### config.mk
export PLATFORM = sky130hd
export DESIGN_NAME = ftm_regs
export DESIGN_NICKNAME = d
export VERILOG_FILES = /design/src/ftm_pkg.sv /design/src/ftm_regs.sv
export SDC_FILE = /design/constraint.sdc
export NUM_CORES = 1
export LEC_CHECK = 0
export BUFFER_PORTS_ARGS = -buffer_cell sky130_fd_sc_hd__buf_2
export CAP_MARGIN = 0
export CORE_ASPECT_RATIO = 0.9
export CORE_UTILIZATION = 58
export CTS_BUF_LIST = sky130_fd_sc_hd__clkbuf_2 sky130_fd_sc_hd__clkbuf_4 sky130_fd_sc_hd__clkbuf_8
export DETAILED_ROUTE_END_ITERATION = 12
export HOLD_SLACK_MARGIN = 0.1
export PLACE_DENSITY_LB_ADDON = 0.05
export SYNTH_ARGS = -nofsm -noshare
export SYNTH_HDL_FRONTEND = slang
export SYNTH_SLANG_ARGS = --single-unit
### constraint.sdc
create_clock -name mclk -period 4.2 [get_ports mclk]
set_input_delay 0.21 -clock mclk [delete_from_list [all_inputs] [get_ports mclk]]
set_output_delay 0.21 -clock mclk [all_outputs]
set_load 0.005 [all_outputs]
### src/ftm_pkg.sv
/*
 * ftm_pkg: register map, field positions, reset values and encodings for the
 * fifo watermark / timer / mode control register bank.
 * Assumes a single 50 MHz clock and an 8-bit register view on a 32-bit bus.
 */
package ftm_pkg;

    // register indices as printed; byte address is four times the index
    localparam logic [7:0] IDX_FIFO_DATA_PORT  = 8'h09;
    localparam logic [7:0] IDX_FIFO_LEVEL      = 8'h0A;
    localparam logic [7:0] IDX_FIFO_WATERMARK  = 8'h0B;
    localparam logic [7:0] IDX_MISC_CONTROL    = 8'h0C;
    localparam logic [7:0] IDX_COLLISION_POS   = 8'h0E;
    localparam logic [7:0] IDX_GENERAL_MODE    = 8'h11;
    localparam logic [7:0] IDX_RX_LAST_BITS    = 8'h20;
    localparam logic [7:0] IDX_IRQ_STATUS      = 8'h21;
    localparam logic [7:0] IDX_IRQ_ENABLE      = 8'h22;
    localparam logic [7:0] IDX_IRQ_CLEAR       = 8'h23;
    localparam logic [7:0] IDX_CHECKSUM_START  = 8'h24;
    localparam logic [7:0] IDX_CARD_ID_BASE    = 8'h30;

    // reset values
    localparam logic [5:0] RST_FIFO_WATERMARK  = 6'h08;
    localparam logic [7:0] RST_GENERAL_MODE    = 8'h3B;

    // misc control fields
    localparam int BIT_TIMER_HALT   = 7;
    localparam int BIT_TIMER_GO     = 6;
    localparam int BIT_CARD_ID_LOAD = 5;

    // general mode fields
    localparam int BIT_HIGH_FIRST   = 7;
    localparam int BIT_SYNC_ENABLE  = 6;
    localparam int BIT_MODE_DET_OFF = 2;

    // collision register fixed upper bits
    localparam logic [2:0] COLL_FIXED_BITS = 3'h5;

    // fifo geometry and card identifier
    localparam int         FIFO_DEPTH     = 64;
    localparam int         CARD_ID_BYTES  = 10;
    localparam logic [6:0] FIFO_DEPTH_CNT = 7'h40;
    localparam logic [7:0] SYNC_BYTE      = 8'hF0;

    // checksum start values per preset code
    localparam logic [15:0] CRC_PRESET_0 = 16'h0000;
    localparam logic [15:0] CRC_PRESET_1 = 16'h6363;
    localparam logic [15:0] CRC_PRESET_2 = 16'hA671;
    localparam logic [15:0] CRC_PRESET_3 = 16'hFFFF;

    // interrupt status bit positions
    localparam int IRQ_NEAR_FULL  = 0;
    localparam int IRQ_NEAR_EMPTY = 1;
    localparam int IRQ_ID_LOADED  = 2;
    localparam int IRQ_OVERFLOW   = 3;
    localparam int IRQ_W          = 4;

    typedef enum logic [1:0] {
        FTM_IDLE,
        FTM_LOAD,
        FTM_DONE
    } ftm_load_e;

endpackage : ftm_pkg

### src/ftm_regs.sv
/*
 * ftm_regs: avalon-mm slave register bank holding the fifo watermark, the
 * miscellaneous control strobes, collision and general mode registers, a
 * 64-byte fifo reached through its data port, and the card identifier copy.
 * Assumes the timer, checksum engine and rf framing sit outside and use the
 * strobes and settings driven here; rx_last_bits comes from the receiver.
 */
// Added by the designer: the Avalon-MM register port.
`timescale 1ns/1ps

// Contract
// - near-full flag set when free fifo space is at or below watermark.
// - near-empty flag set when fifo byte count is at or below watermark.
// - watermark is six-bit read/write, top two bits read zero, resets to eight.
// - writing one to the halt strobe stops the timer at once.
// - writing one to the go strobe starts the timer at once; the code drops go when halt is set in the same write.
// - halt and go strobe bits always read back as zero.
// - setting identifier-load copies the ten stored identifier bytes into the fifo.
// - identifier-load bit clears itself after the copy finishes.
// - three-bit read-only field gives valid bits of last byte; zero means all.
// - misc control resets to zero; bits four and three read zero.
// - collision register reads 101 on top; low five bits carry no meaning.
// - general mode register is full read/write and resets to 3Bh.
// - general mode settings apply to both transmit and receive directions.
// - checksum preset code selects start value 0000, 6363, A671 or FFFF.
// - fifo byte count rises on data-port write, falls on data-port read.
// - sync enable makes receiver wait for F0h and transmitter prepend F0h.
module ftm_regs
    import ftm_pkg::*;
(
    input  wire logic        mclk,
    input  wire logic        rst,
    input  wire logic [9:0]  avs_address,
    input  wire logic        avs_read,
    input  wire logic        avs_write,
    input  wire logic [31:0] avs_writedata,
    input  wire logic [3:0]  avs_byteenable,
    output logic [31:0]      avs_readdata,
    output logic             avs_waitrequest,
    input  wire logic [2:0]  rx_last_bits,
    output logic             timer_running,
    output logic             timer_go_strobe,
    output logic             timer_halt_strobe,
    output logic             checksum_high_bit_first,
    output logic             sync_byte_enable,
    output logic [7:0]       sync_byte_value,
    output logic             mode_detector_disable,
    output logic [15:0]      checksum_start_value,
    output logic             fifo_near_full_flag,
    output logic             fifo_near_empty_flag,
    output logic             irq
);

    // storage: fifo bytes and the stored card identifier
    logic [7:0]  fifo_mem [FIFO_DEPTH];
    logic [7:0]  card_id  [CARD_ID_BYTES];

    // software-visible register state
    logic [5:0]  fifo_watermark_count;
    logic [7:0]  general_mode;
    logic        card_id_load_strobe;

    // fifo bookkeeping
    logic [6:0]  fifo_byte_count;
    logic [5:0]  wr_ptr;
    logic [5:0]  rd_ptr;

    // identifier copy engine
    logic [3:0]  load_idx;
    ftm_load_e   load_state;

    // interrupt status, enable and per-cycle events
    logic [IRQ_W-1:0] irq_status;
    logic [IRQ_W-1:0] irq_enable;
    logic [IRQ_W-1:0] irq_event;

    // bus decode
    logic        ack;
    logic [7:0]  idx;
    logic        wr_hit;
    logic        rd_hit;

    // fifo push and pop qualifiers
    logic        port_push;
    logic        port_pop;
    logic        id_push;
    logic        push;
    logic        fifo_full;

    // edge detectors and read path
    logic        near_full_q;
    logic        near_empty_q;
    logic [7:0]  next_rdata;
    logic [6:0]  free_space;

    // bus timing in short:
    // c0: request raised, waitrequest high
    // c1: ack high, waitrequest low
    // the edge that ends c1 commits a write
    // read data is captured at the end of c0
    // so it already stands during c1
    // each access costs two cycles
    // back to back accesses are allowed
    // only byte lane zero carries data
    // byte enable zero low drops a write
    // index is the byte address over four,
    // since some indices are not word aligned

    // one wait state per access: waitrequest drops in the cycle after a request
    always_ff @(posedge mclk) begin
        if (rst) begin
            ack <= 1'b0;
        end else begin
            ack <= (avs_read || avs_write) && !ack;
        end
    end

    assign avs_waitrequest = (avs_read || avs_write) && !ack;
    assign idx             = avs_address[9:2];
    assign wr_hit          = avs_write && ack && avs_byteenable[0];
    assign rd_hit          = avs_read && ack;

    // fifo push sources: data port writes, then identifier copy when the port is quiet
    assign fifo_full  = (fifo_byte_count == FIFO_DEPTH_CNT);
    assign port_push  = wr_hit && (idx == IDX_FIFO_DATA_PORT) && !fifo_full;
    assign port_pop   = rd_hit && (idx == IDX_FIFO_DATA_PORT) && (fifo_byte_count != 7'h00);
    assign id_push    = (load_state == FTM_LOAD) && !fifo_full && !port_push;
    assign push       = port_push || id_push;
    assign free_space = FIFO_DEPTH_CNT - fifo_byte_count;

    // alert comparisons are continuous against the live count
    // the flags are levels, not events; the
    // interrupt side turns their rises into
    // sticky status bits further below
    assign fifo_near_full_flag  = (free_space <= {1'b0, fifo_watermark_count});
    assign fifo_near_empty_flag = (fifo_byte_count <= {1'b0, fifo_watermark_count});

    // watermark register, six bits kept, upper bits never stored
    always_ff @(posedge mclk) begin
        if (rst) begin
            fifo_watermark_count <= RST_FIFO_WATERMARK;
        end else if (wr_hit && idx == IDX_FIFO_WATERMARK) begin
            fifo_watermark_count <= avs_writedata[5:0];
        end
    end

    // timer strobes are one-cycle pulses, halt beats go in the same write
    // strobes are never stored, so a read of
    // bits seven and six always returns zero
    always_ff @(posedge mclk) begin
        if (rst) begin
            timer_go_strobe   <= 1'b0;
            timer_halt_strobe <= 1'b0;
        end else begin
            timer_halt_strobe <= wr_hit && idx == IDX_MISC_CONTROL
                                 && avs_writedata[BIT_TIMER_HALT];
            timer_go_strobe   <= wr_hit && idx == IDX_MISC_CONTROL
                                 && avs_writedata[BIT_TIMER_GO]
                                 && !avs_writedata[BIT_TIMER_HALT];
        end
    end

    // timer run state follows the strobes in the cycle after the write
    always_ff @(posedge mclk) begin
        if (rst) begin
            timer_running <= 1'b0;
        end else if (timer_halt_strobe) begin
            timer_running <= 1'b0;
        end else if (timer_go_strobe) begin
            timer_running <= 1'b1;
        end
    end

    // general mode register, every bit read/write
    // reserved bits are kept as written so
    // software sees back what it stored
    always_ff @(posedge mclk) begin
        if (rst) begin
            general_mode <= RST_GENERAL_MODE;
        end else if (wr_hit && idx == IDX_GENERAL_MODE) begin
            general_mode <= avs_writedata[7:0];
        end
    end

    // mode settings drive both directions of the rf path alike
    assign checksum_high_bit_first = general_mode[BIT_HIGH_FIRST];
    assign sync_byte_enable        = general_mode[BIT_SYNC_ENABLE];
    assign sync_byte_value         = SYNC_BYTE;
    assign mode_detector_disable   = general_mode[BIT_MODE_DET_OFF];

    // checksum preset decode
    // only the software-started checksum uses
    // this; rf traffic picks its own preset
    always_comb begin
        case (general_mode[1:0])
            2'h0:    checksum_start_value = CRC_PRESET_0;
            2'h1:    checksum_start_value = CRC_PRESET_1;
            2'h2:    checksum_start_value = CRC_PRESET_2;
            default: checksum_start_value = CRC_PRESET_3;
        endcase
    end

    // card identifier storage, written byte by byte from software
    // cleared by reset so a copy before any
    // write yields ten zero bytes
    generate
        for (genvar i = 0; i < CARD_ID_BYTES; i++) begin : g_card_id
            always_ff @(posedge mclk) begin
                if (rst) begin
                    card_id[i] <= 8'h00;
                end else if (wr_hit && idx == IDX_CARD_ID_BASE + 8'(i)) begin
                    card_id[i] <= avs_writedata[7:0];
                end
            end
        end
    endgenerate

    // identifier copy engine; a full fifo stalls it rather than dropping bytes
    // one byte per cycle, card_id[0] first
    // a data port push in the same cycle wins
    // the write port; the copy waits a cycle
    // the load bit reads one during the copy
    // and drops a cycle after the last byte
    // limitation: a flush during a copy does
    // not stop it; only later bytes remain
    // a second load write mid-copy is ignored
    always_ff @(posedge mclk) begin
        if (rst) begin
            load_state          <= FTM_IDLE;
            load_idx            <= 4'h0;
            card_id_load_strobe <= 1'b0;
        end else begin
            case (load_state)
                FTM_IDLE: begin
                    if (wr_hit && idx == IDX_MISC_CONTROL
                        && avs_writedata[BIT_CARD_ID_LOAD]) begin
                        card_id_load_strobe <= 1'b1;
                        load_idx            <= 4'h0;
                        load_state          <= FTM_LOAD;
                    end
                end
                FTM_LOAD: begin
                    if (id_push) begin
                        load_idx <= load_idx + 4'h1;
                        if (load_idx == 4'(CARD_ID_BYTES - 1)) begin
                            load_state <= FTM_DONE;
                        end
                    end
                end
                FTM_DONE: begin
                    card_id_load_strobe <= 1'b0;
                    load_state          <= FTM_IDLE;
                end
                default: begin
                    load_state <= FTM_IDLE;
                end
            endcase
        end
    end

    // fifo storage
    always_ff @(posedge mclk) begin
        if (push) begin
            fifo_mem[wr_ptr] <= port_push ? avs_writedata[7:0] : card_id[load_idx];
        end
    end

    // pointers and byte count; flush through the level register clears both
    // push and pop in one cycle leave the
    // count as it was; both pointers move
    always_ff @(posedge mclk) begin
        if (rst || (wr_hit && idx == IDX_FIFO_LEVEL && avs_writedata[7])) begin
            wr_ptr          <= 6'h00;
            rd_ptr          <= 6'h00;
            fifo_byte_count <= 7'h00;
        end else begin
            if (push) begin
                wr_ptr <= wr_ptr + 6'h01;
            end
            if (port_pop) begin
                rd_ptr <= rd_ptr + 6'h01;
            end
            case ({push, port_pop})
                2'b10:   fifo_byte_count <= fifo_byte_count + 7'h01;
                2'b01:   fifo_byte_count <= fifo_byte_count - 7'h01;
                default: fifo_byte_count <= fifo_byte_count;
            endcase
        end
    end

    // alert edges feed the interrupt status; overflow is a write to a full fifo
    // the delayed copies reset to the idle
    // level of their flags, so reset itself
    // raises no false near-empty event
    always_ff @(posedge mclk) begin
        if (rst) begin
            near_full_q  <= 1'b0;
            near_empty_q <= 1'b1; // empty fifo is near empty
        end else begin
            near_full_q  <= fifo_near_full_flag;
            near_empty_q <= fifo_near_empty_flag;
        end
    end

    assign irq_event[IRQ_NEAR_FULL]  = fifo_near_full_flag && !near_full_q;
    assign irq_event[IRQ_NEAR_EMPTY] = fifo_near_empty_flag && !near_empty_q;
    assign irq_event[IRQ_ID_LOADED]  = (load_state == FTM_DONE);
    assign irq_event[IRQ_OVERFLOW]   = wr_hit && idx == IDX_FIFO_DATA_PORT && fifo_full;

    // sticky status: a new event beats a clear in the same cycle
    // clear is write-one-per-bit; zeros in the
    // written byte leave their bits alone
    always_ff @(posedge mclk) begin
        if (rst) begin
            irq_status <= '0;
        end else if (wr_hit && idx == IDX_IRQ_CLEAR) begin
            irq_status <= (irq_status & ~avs_writedata[IRQ_W-1:0]) | irq_event;
        end else begin
            irq_status <= irq_status | irq_event;
        end
    end

    always_ff @(posedge mclk) begin
        if (rst) begin
            irq_enable <= '0;
        end else if (wr_hit && idx == IDX_IRQ_ENABLE) begin
            irq_enable <= avs_writedata[IRQ_W-1:0];
        end
    end

    assign irq = |(irq_status & irq_enable);

    // read mux; unmapped indices read zero
    // a data port read of an empty fifo gives
    // a stale byte and leaves the count alone
    always_comb begin
        next_rdata = 8'h00;
        case (idx)
            IDX_FIFO_DATA_PORT: next_rdata = fifo_mem[rd_ptr];
            IDX_FIFO_LEVEL:     next_rdata = {1'b0, fifo_byte_count};
            IDX_FIFO_WATERMARK: next_rdata = {2'b00, fifo_watermark_count};
            IDX_MISC_CONTROL:   next_rdata = {2'b00, card_id_load_strobe,
                                              2'b00, rx_last_bits};
            IDX_COLLISION_POS:  next_rdata = {COLL_FIXED_BITS, 5'h00};
            IDX_GENERAL_MODE:   next_rdata = general_mode;
            IDX_RX_LAST_BITS:   next_rdata = {5'h00, rx_last_bits};
            IDX_IRQ_STATUS:     next_rdata = {4'h0, irq_status};
            IDX_IRQ_ENABLE:     next_rdata = {4'h0, irq_enable};
            IDX_CHECKSUM_START: next_rdata = {4'h0, fifo_near_empty_flag, fifo_near_full_flag,
                                              general_mode[1:0]};
            default:            next_rdata = 8'h00;
        endcase
    end

    // read data registered so it stands at the edge waitrequest is low
    always_ff @(posedge mclk) begin
        if (rst) begin
            avs_readdata <= 32'h0000_0000;
        end else if (avs_read && !ack) begin
            avs_readdata <= {24'h000000, next_rdata};
        end
    end

endmodule : ftm_regs

==> impl_metrics.csv <==
group,metric,value,unit
power,switchingPower,2.61,mW
setup_path,startpoint,"fifo_byte_count[0]",
setup_path,cpPeakStageDelay,0.39,ns
sta,fmax,0.266,GHz
clocking,cts_resized,0,
setup_path,critPathKind,"reg -> reg",
clocking,cts_tree,"done",
yosys,synthArstFlopShare,0,%
power,power.internal,10.2,mW
detailed_routing,wl_per_cell,24.8,µm
detailed_routing,dr_total_vias,16300,
placed_design,routabilityCongestion,0.890,
detailed_routing,highest_layer,"met4",
layout,drive_above_1_share,21.0,%
sta,tns,0,ns
yosys,synth_cell_type_count,78,
detailed_routing,dr_wl_met3,5.14,mm
layout,seq_area,19200,µm²
power,power,12.8,mW
clocking,cts-root-buf,"clkbuf_8",
job,drv.max_cap_violation_count,0,
setup_path,required,4.76,ns
setup_path,r2r_slack,0.44,ns
floorplanning,die_w,234,µm
detailed_routing,drt-initial-drc-count,1661,
grt,antenna_found_initial,0,
min_path,hold_start,"avs_address[4]",
min_path,hold_depth,4,
floorplanning,coreArea,47900,µm²
detailed_routing,m1WireLength,29.9,mm
setup_path,r2r-end,"fifo_byte_count[6]",
detailed_routing,viasPerCell,6.08,
placed_design,io_buffers,57,
setup_path,slowest_stage,"fa_1",
power,seqPwrFrac,55.9,%
layout,stdcell_count,2686,
clocking,numCtsBuffers,104,
yosys,yosys_warnings,0,
placed_design,dp.cells,2475,
detailed_routing,wl_met2,29.7,mm
setup_path,path_max_fanout,6,
setup_path,arrival,4.32,ns
layout,multi_input_area,8020,µm²
setup_path,cpMostUsedCell,"inv_1",
layout,final_common_cell,"edfxtp_1",
sta,period_share,89.5,%
grt,grt_first_pass_wirelength,99.0,mm
yosys,synth-edff-count,592,
yosys,syn_inst,1817,
power,powerDensity,406,nW/µm²
clocking,post_cts_buffers,0,
yosys,syn_avg_cell_area,15.5,µm²
power,combPwrFrac,1.7,%
yosys,seq_area_frac_synth,68.2,%
placed_design,dp_hpwl,42.9,mm
setup_path,crit_chain,"inv_1 > ha_1 > and4_1 > a21oi_2 > inv_1 > ha_1 > inv_1 > fa_1 > nor2b_1 > o21ai_0 > a21oi_1 > o21ai_0 > and3_1 > or3_1 > mux2_2",
layout,nets,2058,
sta,setup_viol,0,
power,p_leak,10.5,nW
sta,hold_viol,0,
sta,skew,0.0235,ns
floorplanning,initial_core_util,58.8,%
min_path,holdPathEnd,"avs_readdata[3]",
detailed_routing,drc,0,
status,outcome,"finished, final reports clean",
detailed_routing,dr.pass1.iters,6,
yosys,ys_ff_latch,664,
sta,rsz0062_at_grt,"false",
layout,areaGrowthSynthToFinish,12.2,%
sta,relSlewSlack,32.1,%
sta,drv_slew,0,
yosys,synth_area,28200,µm²
grt,overflow,0,
clocking,clkLatencyLatePin,0.69,ns
setup_path,cp-start-kind,"register",
power,clkPwrFrac,42.4,%
floorplanning,num_rows,76,
yosys,dominantRegCellSynth,"edfxtp_1",
power,switching_share,20.3,%
layout,final_cell_mix,"edfxtp_1 (592), mux2i_1 (178), nor2_1 (143)",
clocking,path_clk_slew,0.06,ns
floorplanning,die_y,211,µm
min_path,min_path_type,"in -> reg",
layout,n_fill_cell,3473,
floorplanning,ioPinCount,119,
clocking,clock_sinks,664,
clocking,cts_max_level,3,
grt,grtUsageTotal,27.5,%
power,peakVddDrop,0.360,mV
detailed_routing,ant_nets,0,
setup_path,crit_path_end_kind,"register",
sta,fin_crit,3.76,ns
detailed_routing,drt-total-wl,66.6,mm
setup_path,r2r-start,"fifo_byte_count[0]",
layout,antenna_cells,0,
sta,timing.hold.ws,0.188,ns
grt,grt_pass1_vias,15800,
grt,grt_max_degree,65,
floorplanning,fp.dieArea,49500,µm²
sta,worst_pin_slew,1.02,ns
clocking,clockBufferDepth,3,
setup_path,rr_worst_depth,15,
-- layout make-up --
class	count	area share, %
clock buffer	147	5.73
clock inverter	39	0.878
timing repair buffer	184	4.47
multi-input combinational	1003	25.4
sequential	664	60.8
inverter	25	0.297
tap	624	2.47
-- flip-flops by register name, indices dropped and copies added, names as in the netlist, 4 cells and up, named ones only --
name	count
general_mode	8
fifo_byte_count	7
card_id	80
load_idx	4
wr_ptr	6
rd_ptr	6
avs_readdata	8
irq_status	4
fifo_mem	512
irq_enable	4
fifo_watermark_count	6
-- cells in the mapped netlist (5+ instances only) --
cell type | n | area share, %
o21ai_0 | 20 | 0.36
nand2b_1 | 10 | 0.22
nor3_1 | 31 | 0.55
buf_1 | 9 | 0.12
ha_1 | 22 | 0.98
nand3_1 | 14 | 0.25
mux4_2 | 62 | 5.0
or2_2 | 6 | 0.13
a221oi_1 | 15 | 0.47
a22o_1 | 15 | 0.47
mux2_2 | 16 | 0.64
mux2i_1 | 178 | 6.3
a22oi_1 | 55 | 1.5
o22ai_1 | 10 | 0.22
buf_4 | 48 | 1.3
or3_1 | 6 | 0.13
clkbuf_1 | 56 | 0.75
o21bai_1 | 8 | 0.21
nor2b_1 | 28 | 0.62
inv_1 | 25 | 0.33
dfxtp_1 | 72 | 5.1
and2_1 | 65 | 1.4
nand2_1 | 60 | 0.80
a211oi_1 | 23 | 0.61
and3_1 | 6 | 0.13
nor2_1 | 144 | 1.9
edfxtp_1 | 592 | 63
nand4_1 | 8 | 0.18
a21oi_1 | 56 | 0.99
a21o_1 | 7 | 0.19
nor4_1 | 22 | 0.49
nand3b_1 | 8 | 0.21
xor2_1 | 11 | 0.34
buf_2 | 16 | 0.28
mux4_1 | 8 | 0.75
buf_6 | 16 | 0.64
a31oi_1 | 5 | 0.11
-- cell families after synthesis --
family / after synthesis / synth area share [%]
flip-flops: 664 / 68.2
multiplexers: 264 / 12.7
other: 2 / 0.0266
buffers and inverters: 180 / 3.91
AND/OR/NAND/NOR: 429 / 7.76
AO/OA/AOI/OAI: 240 / 5.97
XOR/XNOR: 15 / 0.466
adder cells (fa/ha/maj): 23 / 1.05
-- repair_timing --
item / CTS / global route
endpoints found under the setup margin: 0 / 0
hold buffers: 25 / 0
endpoints found under the hold margin: 103 / 0
-- through the flow --
stage | cell area (µm²) | utilization, % | worst slack (ns)
after floorplan | 28300 | - | 0.824
after global placement | 29300 | 61.1 | 0.516
after detailed placement | 29300 | 61.1 | 0.505
after CTS | 31600 | 66.0 | 0.475
after global routing | 31600 | 66.0 | 0.216
final | 31600 | 66.0 | 0.442
-- metal layers --
metal / GRT usage [%] / vias up
met1: 41.7 / 8275
met4: 8.68 / 0
li1: - / 7294
met3: 6.60 / 121
met2: 39.6 / 629
met5: 0 / -
-- how the worst max path moves through the flow --
stage	slack [ns]	to
finish	0.44	fifo_byte_count[6]
detailed placement	0.51	fifo_byte_count[6]
floorplan	0.82	fifo_mem[0][3]
global placement	0.52	fifo_byte_count[6]
global route	0.22	fifo_byte_count[6]
CTS	0.47	fifo_byte_count[6]
-- worst max-delay path, delay by kind of cell, from the launching register on --
family | cells | cell delay, ns
compound gates | 4 | 0.45
simple gates | 4 | 1.02
mux | 1 | 0.27
fa+ha+maj | 3 | 1.02
flops | 1 | 0.37
buf+inv | 3 | 0.50
-- power groups by stage --
stage | clock network, mW | registers [mW] | logic (mW)
finish | 5.44 | 7.19 | 0.219
global route | 5.79 | 7.18 | 0.237
CTS | 5.54 | 7.19 | 0.216
detailed placement | 0 | 7.32 | 0.203
global placement | 0 | 7.32 | 0.197
floorplan | 0 | 7.32 | 0.134
Note: power is estimated with default switching activity, not from simulation.
